## config.mk

```make
export PLATFORM = sky130hd
export DESIGN_NAME = operand_latency_interlock
export DESIGN_NICKNAME = d
export VERILOG_FILES = /design/src/hdl/interlock_pkg.sv /design/src/hdl/operand_latency_interlock.sv /design/src/hdl/latency_table.sv /design/src/hdl/reg_score.sv
export SDC_FILE = /design/constraint.sdc
export NUM_CORES = 2
export LEC_CHECK = 0
export BUFFER_PORTS_ARGS = -buffer_cell sky130_fd_sc_hd__clkbuf_2
export CAP_MARGIN = 10
export CORE_MARGIN = 4
export CORE_UTILIZATION = 40
export DETAILED_ROUTE_END_ITERATION = 8
export PLACE_DENSITY = 0.61
export RECOVER_POWER = 25
export SKIP_CTS_REPAIR_TIMING = 1
export SYNTH_ARGS = -nofsm -noshare
export SYNTH_HDL_FRONTEND = slang
export SYNTH_SLANG_ARGS = --single-unit
```

## constraint.sdc

```tcl
create_clock -name ref_clk -period 5.5 [get_ports ref_clk]
set_input_delay 1.375 -clock ref_clk [delete_from_list [all_inputs] [get_ports ref_clk]]
set_output_delay 1.375 -clock ref_clk [all_outputs]
set_load 0.01 [all_outputs]
```

## src/hdl/interlock_pkg.sv

```systemverilog
// Package of class codes, latency constants and widths for the operand interlock.
// Notes on behaviour
// RQ1 - Consumer issues no sooner than cycle i+N after producer issued in cycle i.
// RQ2 - Total latency is producer latency plus the bypass time to the consumer.
// RQ3 - Instruction stalls while any source operand is still being written.
// RQ4 - Reader of an integer load result waits at least 2 cycles.
// RQ5 - Later writer of a register waits until the earlier write completes.
// RQ6 - A missing load holds readers and writers until memory data returns.
// RQ7 - Class latencies hold for same unit pairs; crossing pairs are handled apart.
// RQ8 - Float compare reaches a branch after 1 cycle, others after 2.
// RQ9 - Float multiply-add and misc take 5 cycles, convert-to-fixed 7.
// RQ10 - Float to general copy takes 2 cycles, general to float copy 9.
// RQ11 - Integer compare reaches a branch after 0 cycles, others after 1; here a branch still waits 1 cycle after an integer compare.
// RQ12 - Media ALU A and I, multiply and shift classes take 2 cycles.
// RQ13 - SIMD multiply-add and misc take 5, convert and merge take 7.
// RQ14 - Float unit integer multiply takes 7 cycles to another such multiply.
// RQ15 - Register-dependent classes take latency from a settable table entry.
// RQ16 - Latency of each producer class is held in a table indexed by class.
package interlock_pkg;
    localparam int REG_AW    = 7;
    localparam int NUM_REGS  = 128;
    localparam int LAT_W     = 4;
    localparam int CLASS_W   = 5;
    localparam int NUM_CLASS = 32;

    typedef enum logic [CLASS_W-1:0] {
        int_alu_class, logical_op_class, int_compare_class, int_load_class,
        fp_compare_class, fp_multiply_add_class, fp_misc_class,
        fp_to_fixed_class, fp_to_gp_copy_class, gp_to_fp_copy_class,
        media_alu_a_class, media_alu_i_class, media_multiply_class,
        media_shift_class, simd_fp_to_fixed_class, simd_multiply_add_class,
        simd_sign_exp_merge_class, simd_fp_misc_class, fp_int_multiply_class,
        app_reg_read_m_class, app_reg_read_i_class, ctrl_reg_read_class,
        app_reg_write_i_class, app_reg_write_m_class, ctrl_reg_write_class,
        system_op_class, semaphore_op_class
    } op_class_t;

    typedef enum logic [1:0] {
        unit_int, unit_fp, unit_simd, unit_media
    } unit_t;

    localparam logic [LAT_W-1:0] LAT_ONE        = 4'h1;
    localparam logic [LAT_W-1:0] LAT_TWO        = 4'h2;
    localparam logic [LAT_W-1:0] LAT_FIVE       = 4'h5;
    localparam logic [LAT_W-1:0] LAT_SEVEN      = 4'h7;
    localparam logic [LAT_W-1:0] LAT_NINE       = 4'h9;
    localparam logic [LAT_W-1:0] LAT_ZERO       = 4'h0;
    localparam logic [LAT_W-1:0] LAT_REGDEP_RST = 4'h2;
    localparam logic [LAT_W-1:0] CROSS_UNIT_ADD = 4'h2;
    localparam logic [LAT_W-1:0] LAT_MAX        = 4'hf;
endpackage

```

## src/hdl/operand_latency_interlock.sv

```systemverilog
// Issue interlock: scoreboard of pending register writes with class latency.
`timescale 1ns/1ns
`default_nettype none
module operand_latency_interlock (
    input  wire logic                                ref_clk,
    input  wire logic                                rst,
    input  wire logic                                iss_req,
    input  wire logic [interlock_pkg::CLASS_W-1:0]   iss_class,
    input  wire logic [1:0]                          iss_unit,
    input  wire logic                                iss_branch,
    input  wire logic [interlock_pkg::REG_AW-1:0]    iss_src_a,
    input  wire logic                                iss_src_a_en,
    input  wire logic [interlock_pkg::REG_AW-1:0]    iss_src_b,
    input  wire logic                                iss_src_b_en,
    input  wire logic [interlock_pkg::REG_AW-1:0]    iss_dst,
    input  wire logic                                iss_dst_en,
    input  wire logic                                iss_miss,
    input  wire logic                                fill_valid,
    input  wire logic [interlock_pkg::REG_AW-1:0]    fill_reg,
    input  wire logic                                tbl_wr,
    input  wire logic [interlock_pkg::CLASS_W-1:0]   tbl_idx,
    input  wire logic [interlock_pkg::LAT_W-1:0]     tbl_lat,
    output logic                                     iss_grant_r,
    output logic                                     stall_r,
    output logic                                     miss_hold_r
);
    logic [interlock_pkg::NUM_REGS-1:0] busy_v;
    logic [interlock_pkg::NUM_REGS-1:0] miss_v;
    logic [interlock_pkg::NUM_REGS-1:0] set_v;
    logic [interlock_pkg::NUM_REGS-1:0] fill_v;
    logic [interlock_pkg::LAT_W-1:0]    prod_lat;

    latency_table u_tbl (
        .ref_clk   (ref_clk),
        .rst       (rst),
        .tbl_wr    (tbl_wr),
        .tbl_idx   (tbl_idx),
        .tbl_lat   (tbl_lat),
        .lk_class  (iss_class),
        .lk_branch (1'b0), // Branch relief is kept per register below.
        .lk_lat    (prod_lat)
    );

    // Class figures already hold the bypass time between units of one type,
    // so a same-unit pair adds nothing; crossing pairs are handled outside.
    wire [interlock_pkg::LAT_W-1:0] tot_lat =
        prod_lat + interlock_pkg::LAT_ZERO; // [RQ2] [RQ7]

    // A compare reaches a dependent branch one cycle before other consumers.
    // Relief is kept only for a two-cycle compare, in the cycle after issue;
    // a longer compare entry makes a branch wait the full count, which is
    // slower but never early.
    wire prod_cmp =
        iss_class == interlock_pkg::fp_compare_class ||
        iss_class == interlock_pkg::int_compare_class;
    wire relief_set = prod_cmp && tot_lat == interlock_pkg::LAT_TWO;
    logic [interlock_pkg::NUM_REGS-1:0] relief_r;
    wire  [interlock_pkg::NUM_REGS-1:0] wait_v = busy_v &
        ~(relief_r & ~miss_v & {interlock_pkg::NUM_REGS{iss_branch}});

    wire src_a_busy = iss_src_a_en && wait_v[iss_src_a]; // [RQ8] [RQ11]
    wire src_b_busy = iss_src_b_en && wait_v[iss_src_b];
    wire dst_busy   = iss_dst_en   && busy_v[iss_dst]; // [RQ5]
    wire hazard     = src_a_busy || src_b_busy || dst_busy; // [RQ3] [RQ4]
    wire go         = iss_req && !hazard; // [RQ1]

    genvar g;
    generate
        for (g = 0; g < interlock_pkg::NUM_REGS; g = g + 1) begin : g_reg
            assign set_v[g]  = go && iss_dst_en && iss_dst == 7'(g);
            assign fill_v[g] = fill_valid && fill_reg == 7'(g);
            reg_score u_sc (
                .ref_clk  (ref_clk),
                .rst      (rst),
                .set      (set_v[g]),
                .set_lat  (tot_lat),
                .set_miss (iss_miss),
                .fill     (fill_v[g]),
                .busy     (busy_v[g]),
                .miss     (miss_v[g])
            );
        end
    endgenerate

    always_ff @(posedge ref_clk) begin
        if (rst) begin
            relief_r <= '0;
        end else begin
            relief_r <= relief_set ? set_v : '0; // [RQ8] [RQ11]
        end
    end

    wire miss_any = (iss_src_a_en && miss_v[iss_src_a]) ||
                    (iss_src_b_en && miss_v[iss_src_b]) ||
                    (iss_dst_en && miss_v[iss_dst]); // [RQ6]

    always_ff @(posedge ref_clk) begin
        if (rst) begin
            iss_grant_r <= 1'b0;
            stall_r     <= 1'b0;
            miss_hold_r <= 1'b0;
        end else begin
            iss_grant_r <= go;
            stall_r     <= iss_req && hazard; // [RQ3]
            miss_hold_r <= iss_req && miss_any; // [RQ6]
        end
    end

    a_load_gap: assert property (@(posedge ref_clk) disable iff (rst)
        (go && iss_dst_en && iss_class == interlock_pkg::int_load_class
         && !iss_miss) |=> !(iss_req && iss_src_a_en &&
         iss_src_a == $past(iss_dst) && go)) // [RQ4]
        else $error("load result read one cycle after issue");
    a_grant_clean: assert property (@(posedge ref_clk) disable iff (rst)
        go |-> !hazard) // [RQ3]
        else $error("issue granted on busy operand");
    a_miss_hold: assert property (@(posedge ref_clk) disable iff (rst)
        (iss_req && miss_any) |=> stall_r) // [RQ6]
        else $error("miss pending but no stall");
    a_waw_hold: assert property (@(posedge ref_clk) disable iff (rst)
        (iss_req && dst_busy) |=> !iss_grant_r) // [RQ5]
        else $error("second writer passed first");
    a_grant_stall: assert property (@(posedge ref_clk) disable iff (rst)
        !(iss_grant_r && stall_r)) // [RQ1]
        else $error("grant and stall together");
    a_branch_relief: assert property (@(posedge ref_clk) disable iff (rst)
        (go && iss_dst_en && !iss_miss && tot_lat == interlock_pkg::LAT_TWO
         && iss_class == interlock_pkg::fp_compare_class) ##1
        (iss_req && iss_branch && iss_src_a_en && !iss_src_b_en
         && !iss_dst_en && iss_src_a == $past(iss_dst)) |=> iss_grant_r) // [RQ8]
        else $error("branch held after float compare");
endmodule
`default_nettype wire

```

## src/hdl/latency_table.sv

```systemverilog
// Producer class latency table with settable register-dependent entries.
`timescale 1ns/1ns
`default_nettype none
module latency_table (
    input  wire logic                                ref_clk,
    input  wire logic                                rst,
    input  wire logic                                tbl_wr,
    input  wire logic [interlock_pkg::CLASS_W-1:0]   tbl_idx,
    input  wire logic [interlock_pkg::LAT_W-1:0]     tbl_lat,
    input  wire logic [interlock_pkg::CLASS_W-1:0]   lk_class,
    input  wire logic                                lk_branch,
    output logic      [interlock_pkg::LAT_W-1:0]     lk_lat
);
    logic [interlock_pkg::LAT_W-1:0] tbl_r [interlock_pkg::NUM_CLASS];

    // Fixed class figures; a write only overrides an entry until reset.
    function automatic logic [interlock_pkg::LAT_W-1:0] rst_lat(input int c);
        case (c)
            interlock_pkg::fp_multiply_add_class,
            interlock_pkg::fp_misc_class,
            interlock_pkg::simd_multiply_add_class,
            interlock_pkg::simd_fp_misc_class:
                rst_lat = interlock_pkg::LAT_FIVE; // [RQ9] [RQ13]
            interlock_pkg::fp_to_fixed_class,
            interlock_pkg::simd_fp_to_fixed_class,
            interlock_pkg::simd_sign_exp_merge_class,
            interlock_pkg::fp_int_multiply_class:
                rst_lat = interlock_pkg::LAT_SEVEN; // [RQ9] [RQ13] [RQ14]
            interlock_pkg::fp_to_gp_copy_class,
            interlock_pkg::int_load_class,
            interlock_pkg::fp_compare_class,
            interlock_pkg::media_alu_a_class,
            interlock_pkg::media_alu_i_class,
            interlock_pkg::media_multiply_class,
            interlock_pkg::media_shift_class:
                rst_lat = interlock_pkg::LAT_TWO; // [RQ4] [RQ8] [RQ10] [RQ12]
            interlock_pkg::gp_to_fp_copy_class:
                rst_lat = interlock_pkg::LAT_NINE; // [RQ10]
            interlock_pkg::app_reg_read_m_class,
            interlock_pkg::app_reg_read_i_class,
            interlock_pkg::ctrl_reg_read_class,
            interlock_pkg::app_reg_write_i_class,
            interlock_pkg::app_reg_write_m_class,
            interlock_pkg::ctrl_reg_write_class,
            interlock_pkg::system_op_class,
            interlock_pkg::semaphore_op_class:
                rst_lat = interlock_pkg::LAT_REGDEP_RST; // [RQ15]
            default:
                rst_lat = interlock_pkg::LAT_ONE;
        endcase
    endfunction

    genvar g;
    generate
        for (g = 0; g < interlock_pkg::NUM_CLASS; g = g + 1) begin : g_ent
            always_ff @(posedge ref_clk) begin
                if (rst) begin
                    tbl_r[g] <= rst_lat(g); // [RQ16]
                end else if (tbl_wr && tbl_idx == 5'(g)) begin
                    tbl_r[g] <= tbl_lat; // [RQ15] [RQ16]
                end
            end
        end
    endgenerate

    wire is_fp_compare_class = lk_class == interlock_pkg::fp_compare_class;
    wire is_int_compare_class = lk_class == interlock_pkg::int_compare_class;
    // Compares reach a branch one cycle earlier than other consumers.
    assign lk_lat = (lk_branch && (is_fp_compare_class || is_int_compare_class)) ?
                    tbl_r[lk_class] - interlock_pkg::LAT_ONE :
                    tbl_r[lk_class]; // [RQ8] [RQ11]
endmodule
`default_nettype wire

```

## src/hdl/reg_score.sv

```systemverilog
// One scoreboard entry: remaining latency and miss hold for one register.
`timescale 1ns/1ns
`default_nettype none
module reg_score (
    input  wire logic                            ref_clk,
    input  wire logic                            rst,
    input  wire logic                            set,
    input  wire logic [interlock_pkg::LAT_W-1:0] set_lat,
    input  wire logic                            set_miss,
    input  wire logic                            fill,
    output logic                                 busy,
    output logic                                 miss
);
    logic [interlock_pkg::LAT_W-1:0] cnt_r;
    logic                            miss_r;
    wire [interlock_pkg::LAT_W-1:0]  cnt_nxt =
        set ? set_lat :
        (cnt_r != interlock_pkg::LAT_ZERO) ? cnt_r - 4'h1 : cnt_r;

    always_ff @(posedge ref_clk) begin
        if (rst) begin
            cnt_r  <= interlock_pkg::LAT_ZERO;
            miss_r <= 1'b0;
        end else begin
            cnt_r  <= cnt_nxt; // [RQ1]
            // A new miss set wins over a fill in the same cycle.
            miss_r <= set ? set_miss : (fill ? 1'b0 : miss_r); // [RQ6]
        end
    end
    assign busy = (cnt_r > 4'h1) || miss_r; // [RQ3]
    assign miss = miss_r;
endmodule
`default_nettype wire

```

==> impl_metrics.yaml <==
sta:
  tightest_slew_ns: 1.33
  maxSlewHeadroom_pct: 10.4
  finalWorstSetupSlack_ns: 0.546
  slew_violations: 0
  finalClockSkew_ns: 0.0519
  final_hold_viol_count: 0
  timing.final.setup_violations: 0
  maxClockFrequency_mhz: 202
  fin_setup_tns_ns: 0
  period_minus_slack_ns: 4.95
  rsz_0062_raised_after_global_routing: "no"
  ratio_of_final_minimum_period_to_clock_period_pct: 90.1
power_and_ir_drop:
  power.share.switching_pct: 41.6
  power_per_cell_area_nw_per_um2: 496
  p_clk_share_pct: 22.3
  combinationalPowerShare_pct: 47.8
  internal-power_mw: 18.9
  worst_ir_drop_vdd_uv: 292
  pwr-share-seq_pct: 29.9
  p_leak_nw: 25.8
  netSwitchingPower_mw: 13.4
cells_and_area:
  area_growth_syn_to_layout_pct: 15.4
  layout_cell_share_with_drive_strength_beyond_1_pct: 18.0
  filler_cell_count: 13406
  most_frequent_cells_in_the_layout: "sky130_fd_sc_hd__nor2_1 (845), sky130_fd_sc_hd__dfxtp_1 (771), sky130_fd_sc_hd__nand2_1 (493)"
  num-nets-final: 6691
  fin_cells: 8361
  utilization_pct: 46.6
  layout_commonest_cell: "sky130_fd_sc_hd__nor2_1"
floorplanning:
  placeableCoreArea_sq_um: 140000
  floorplan.rows: 137
  pin_count: 57
  die_w_microns: 384
  die_height_microns: 384
  fp.dieArea_sq_um: 147000
  floorplan.initialDensity_pct: 40.4
worst_setup_path:
  timing.critical_path.to_type: "flop"
  critPathKind: "in2reg"
  critPathMaxFanout: 19
  start_kind: "input pin"
  req_time_crit_path_ns: 6.16
  regToRegSetupSlack_ns: 0.73
  cp.arrival_ns: 5.61
drt:
  viasPerCell: 6.00
  route.vias.total: 50167
  postRouteWirelength_mm: 215
  drtIter0Drc: 5032
  drtAntennaViolNets: 0
  avgRoutedWirePerCell_microns: 25.7
  drt_drc_violations_left: 0
  router_iterations_before_antenna_repair: 6
grt:
  grt_max_degree: 171
  antenna_violations_before_repair: 25
  overflow_left_after_global_routing: 0
  first_pass_grt_wire_length_mm: 316
  grt_pass1_vias: 47682
  gr-usage-all-layers_pct: 28.5
job:
  timing.max_cap.violations: 0
clock_network:
  clock_insertion_delay_worst_skew_ns: 0.75
  clock_slew_at_reported_path_ffs_ns: 0.06
  h_tree_levels: 3
  clock_root_buffer_master: "sky130_fd_sc_hd__clkbuf_16"
  clock_path_buffers: 3
  cts_inserted_buffers: 102
  clkSinkCount: 899
  tritoncts: "yes"
place:
  post-place-ws_ns: -0.00723
  routabilityCongestion: 1.05
  numPortBuffers: 54
  placed_cells_incl_taps: 8152
  dp.final_hpwl_mm: 158
synth:
  postSynth.asyncResetShare_pct: 0
  nets_in_the_synthesized_netlist: 6455
  sequential_to_total_area_share_from_yosys_stat_pct: 34.1
  yosys_most_used_dff: "sky130_fd_sc_hd__dfxtp_1"
  avgSynthCellArea_sq_um: 9.19
  synthDistinctLibCells: 100
  synthesis.instances: 6145
  yosys_synthesis_warning_count: 0
  post_synth_instance_area_sq_um: 56500
  synth_edf_count: 128
  yosys_register_bits: 899
hold_path:
  hp-class: "reg2reg"
run_status:
  status: "complete, no violations"
-- stage by stage --
step | total power [mW] | hold slack (ns) | instance area, sq um
after floorplan | 20.2 | 0.500 | 56500
after global placement | 24.5 | 0.553 | 61600
after detailed placement | 24.8 | 0.548 | 61600
after CTS | 32.1 | 0.560 | 65100
after global routing | 34.4 | 0.599 | 65100
final | 32.3 | 0.576 | 65200
-- cell usage after synthesis, types with 35 or more instances --
cell,count,area (sq um)
sky130_fd_sc_hd__dfxtp_1,771,15400
sky130_fd_sc_hd__inv_1,305,1140
sky130_fd_sc_hd__o22ai_1,238,1490
sky130_fd_sc_hd__nor4_1,56,350
sky130_fd_sc_hd__edfxtp_1,128,3840
sky130_fd_sc_hd__buf_2,59,295
sky130_fd_sc_hd__nand3_1,46,230
sky130_fd_sc_hd__nand3b_1,35,263
sky130_fd_sc_hd__a211o_1,133,1160
sky130_fd_sc_hd__nor2b_1,108,676
sky130_fd_sc_hd__ha_1,256,3200
sky130_fd_sc_hd__o21ai_0,232,1160
sky130_fd_sc_hd__a21oi_1,197,986
sky130_fd_sc_hd__xnor2_1,128,1120
sky130_fd_sc_hd__nor3_1,241,1210
sky130_fd_sc_hd__mux2_1,217,2440
sky130_fd_sc_hd__nand2_1,493,1850
sky130_fd_sc_hd__nor2_1,850,3190
sky130_fd_sc_hd__or3_1,235,1470
sky130_fd_sc_hd__nand2b_1,35,219
sky130_fd_sc_hd__clkbuf_1,242,908
sky130_fd_sc_hd__or2_2,39,244
sky130_fd_sc_hd__mux2_2,143,1610
sky130_fd_sc_hd__buf_1,37,139
sky130_fd_sc_hd__nand4_4,111,2360
sky130_fd_sc_hd__mux4_2,161,3630
sky130_fd_sc_hd__mux2i_1,172,1720
-- logic make-up (layout without fill, tap and decap cells) --
kind of cell,Yosys count,after routing,share of synthesized area (%)
buf+inv,665,987,5.00
compound gates,1096,1096,13.0
flops,899,899,34.1
other cells,0,18,0
simple gates,2408,2408,23.6
mux,693,693,16.6
fa+ha+maj,256,256,5.67
xor+xnor,128,128,1.98
-- worst max-delay path: stages --
cell and delay [ns]:
sky130_fd_sc_hd__buf_2 0.60, sky130_fd_sc_hd__buf_4 0.39, sky130_fd_sc_hd__nand2_1 0.19, sky130_fd_sc_hd__nor3_1 0.57
sky130_fd_sc_hd__buf_4 0.30, sky130_fd_sc_hd__a2111o_1 0.15, sky130_fd_sc_hd__nor3_1 0.10, sky130_fd_sc_hd__a31oi_1 0.18
sky130_fd_sc_hd__a31oi_1 0.08, sky130_fd_sc_hd__buf_4 0.21, sky130_fd_sc_hd__o21ai_4 0.32, sky130_fd_sc_hd__buf_4 0.29
sky130_fd_sc_hd__buf_12 0.23, sky130_fd_sc_hd__nand3_1 0.17, sky130_fd_sc_hd__buf_4 0.24, sky130_fd_sc_hd__o21ai_0 0.17
-- metal layers --
layer  track usage [%]  part of all wire (%)  up-vias
met2              43.1                    43     2379
li1                  -                     -    22833
met1              36.4                    41    24331
met3              9.31                    11      606
met4              14.0                   5.5       18
met5             0.860                  0.13        -
-- power by group through the flow --
stage | Sequential (mW) | Combinational [mW] | Clock [mW]
2_1_floorplan | 9.40 | 10.8 | 0
3_3_place_gp | 9.69 | 14.8 | 0
3_5_place_dp | 9.76 | 15.1 | 0
4_1_cts | 9.63 | 15.2 | 7.31
5_1_grt | 9.90 | 16.9 | 7.56
6_report | 9.66 | 15.4 | 7.19
-- registers in the layout (all words and copies together) (netlist names) --
name          cells
g.u_sc.cnt_r    512
g.u_sc.miss     128
stall_r           1
relief_r        128
miss_hold_r       1
iss_grant_r       1
u_tbl.tbl_r     128
-- layout make-up --
cell class / count / area [sq um] / area share [%]
well taps: 1876 / 2350 / 3.60
inverters: 308 / 1160 / 1.77
multi-input cells: 4581 / 34500 / 52.9
clock buffers: 138 / 2880 / 4.42
diodes: 18 / 45.0 / 0.0691
flip-flops and latches: 899 / 19300 / 29.6
clock inverters: 52 / 622 / 0.954
repair buffers: 489 / 4380 / 6.71
-- path summary, 6_finish.rpt --
check	to	cells past startpoint	from
worst max-delay path	g_reg[72].u_sc.miss	16	iss_dst[1]
worst min-delay path	g_reg[26].u_sc.miss	2	g_reg[26].u_sc.miss
worst max register to register	g_reg[95].u_sc.cnt_r[2]	15	g_reg[54].u_sc.cnt_r[1]
worst min register to register	g_reg[26].u_sc.miss	2	g_reg[26].u_sc.miss
Note: power is estimated with default switching activity, not from simulation.
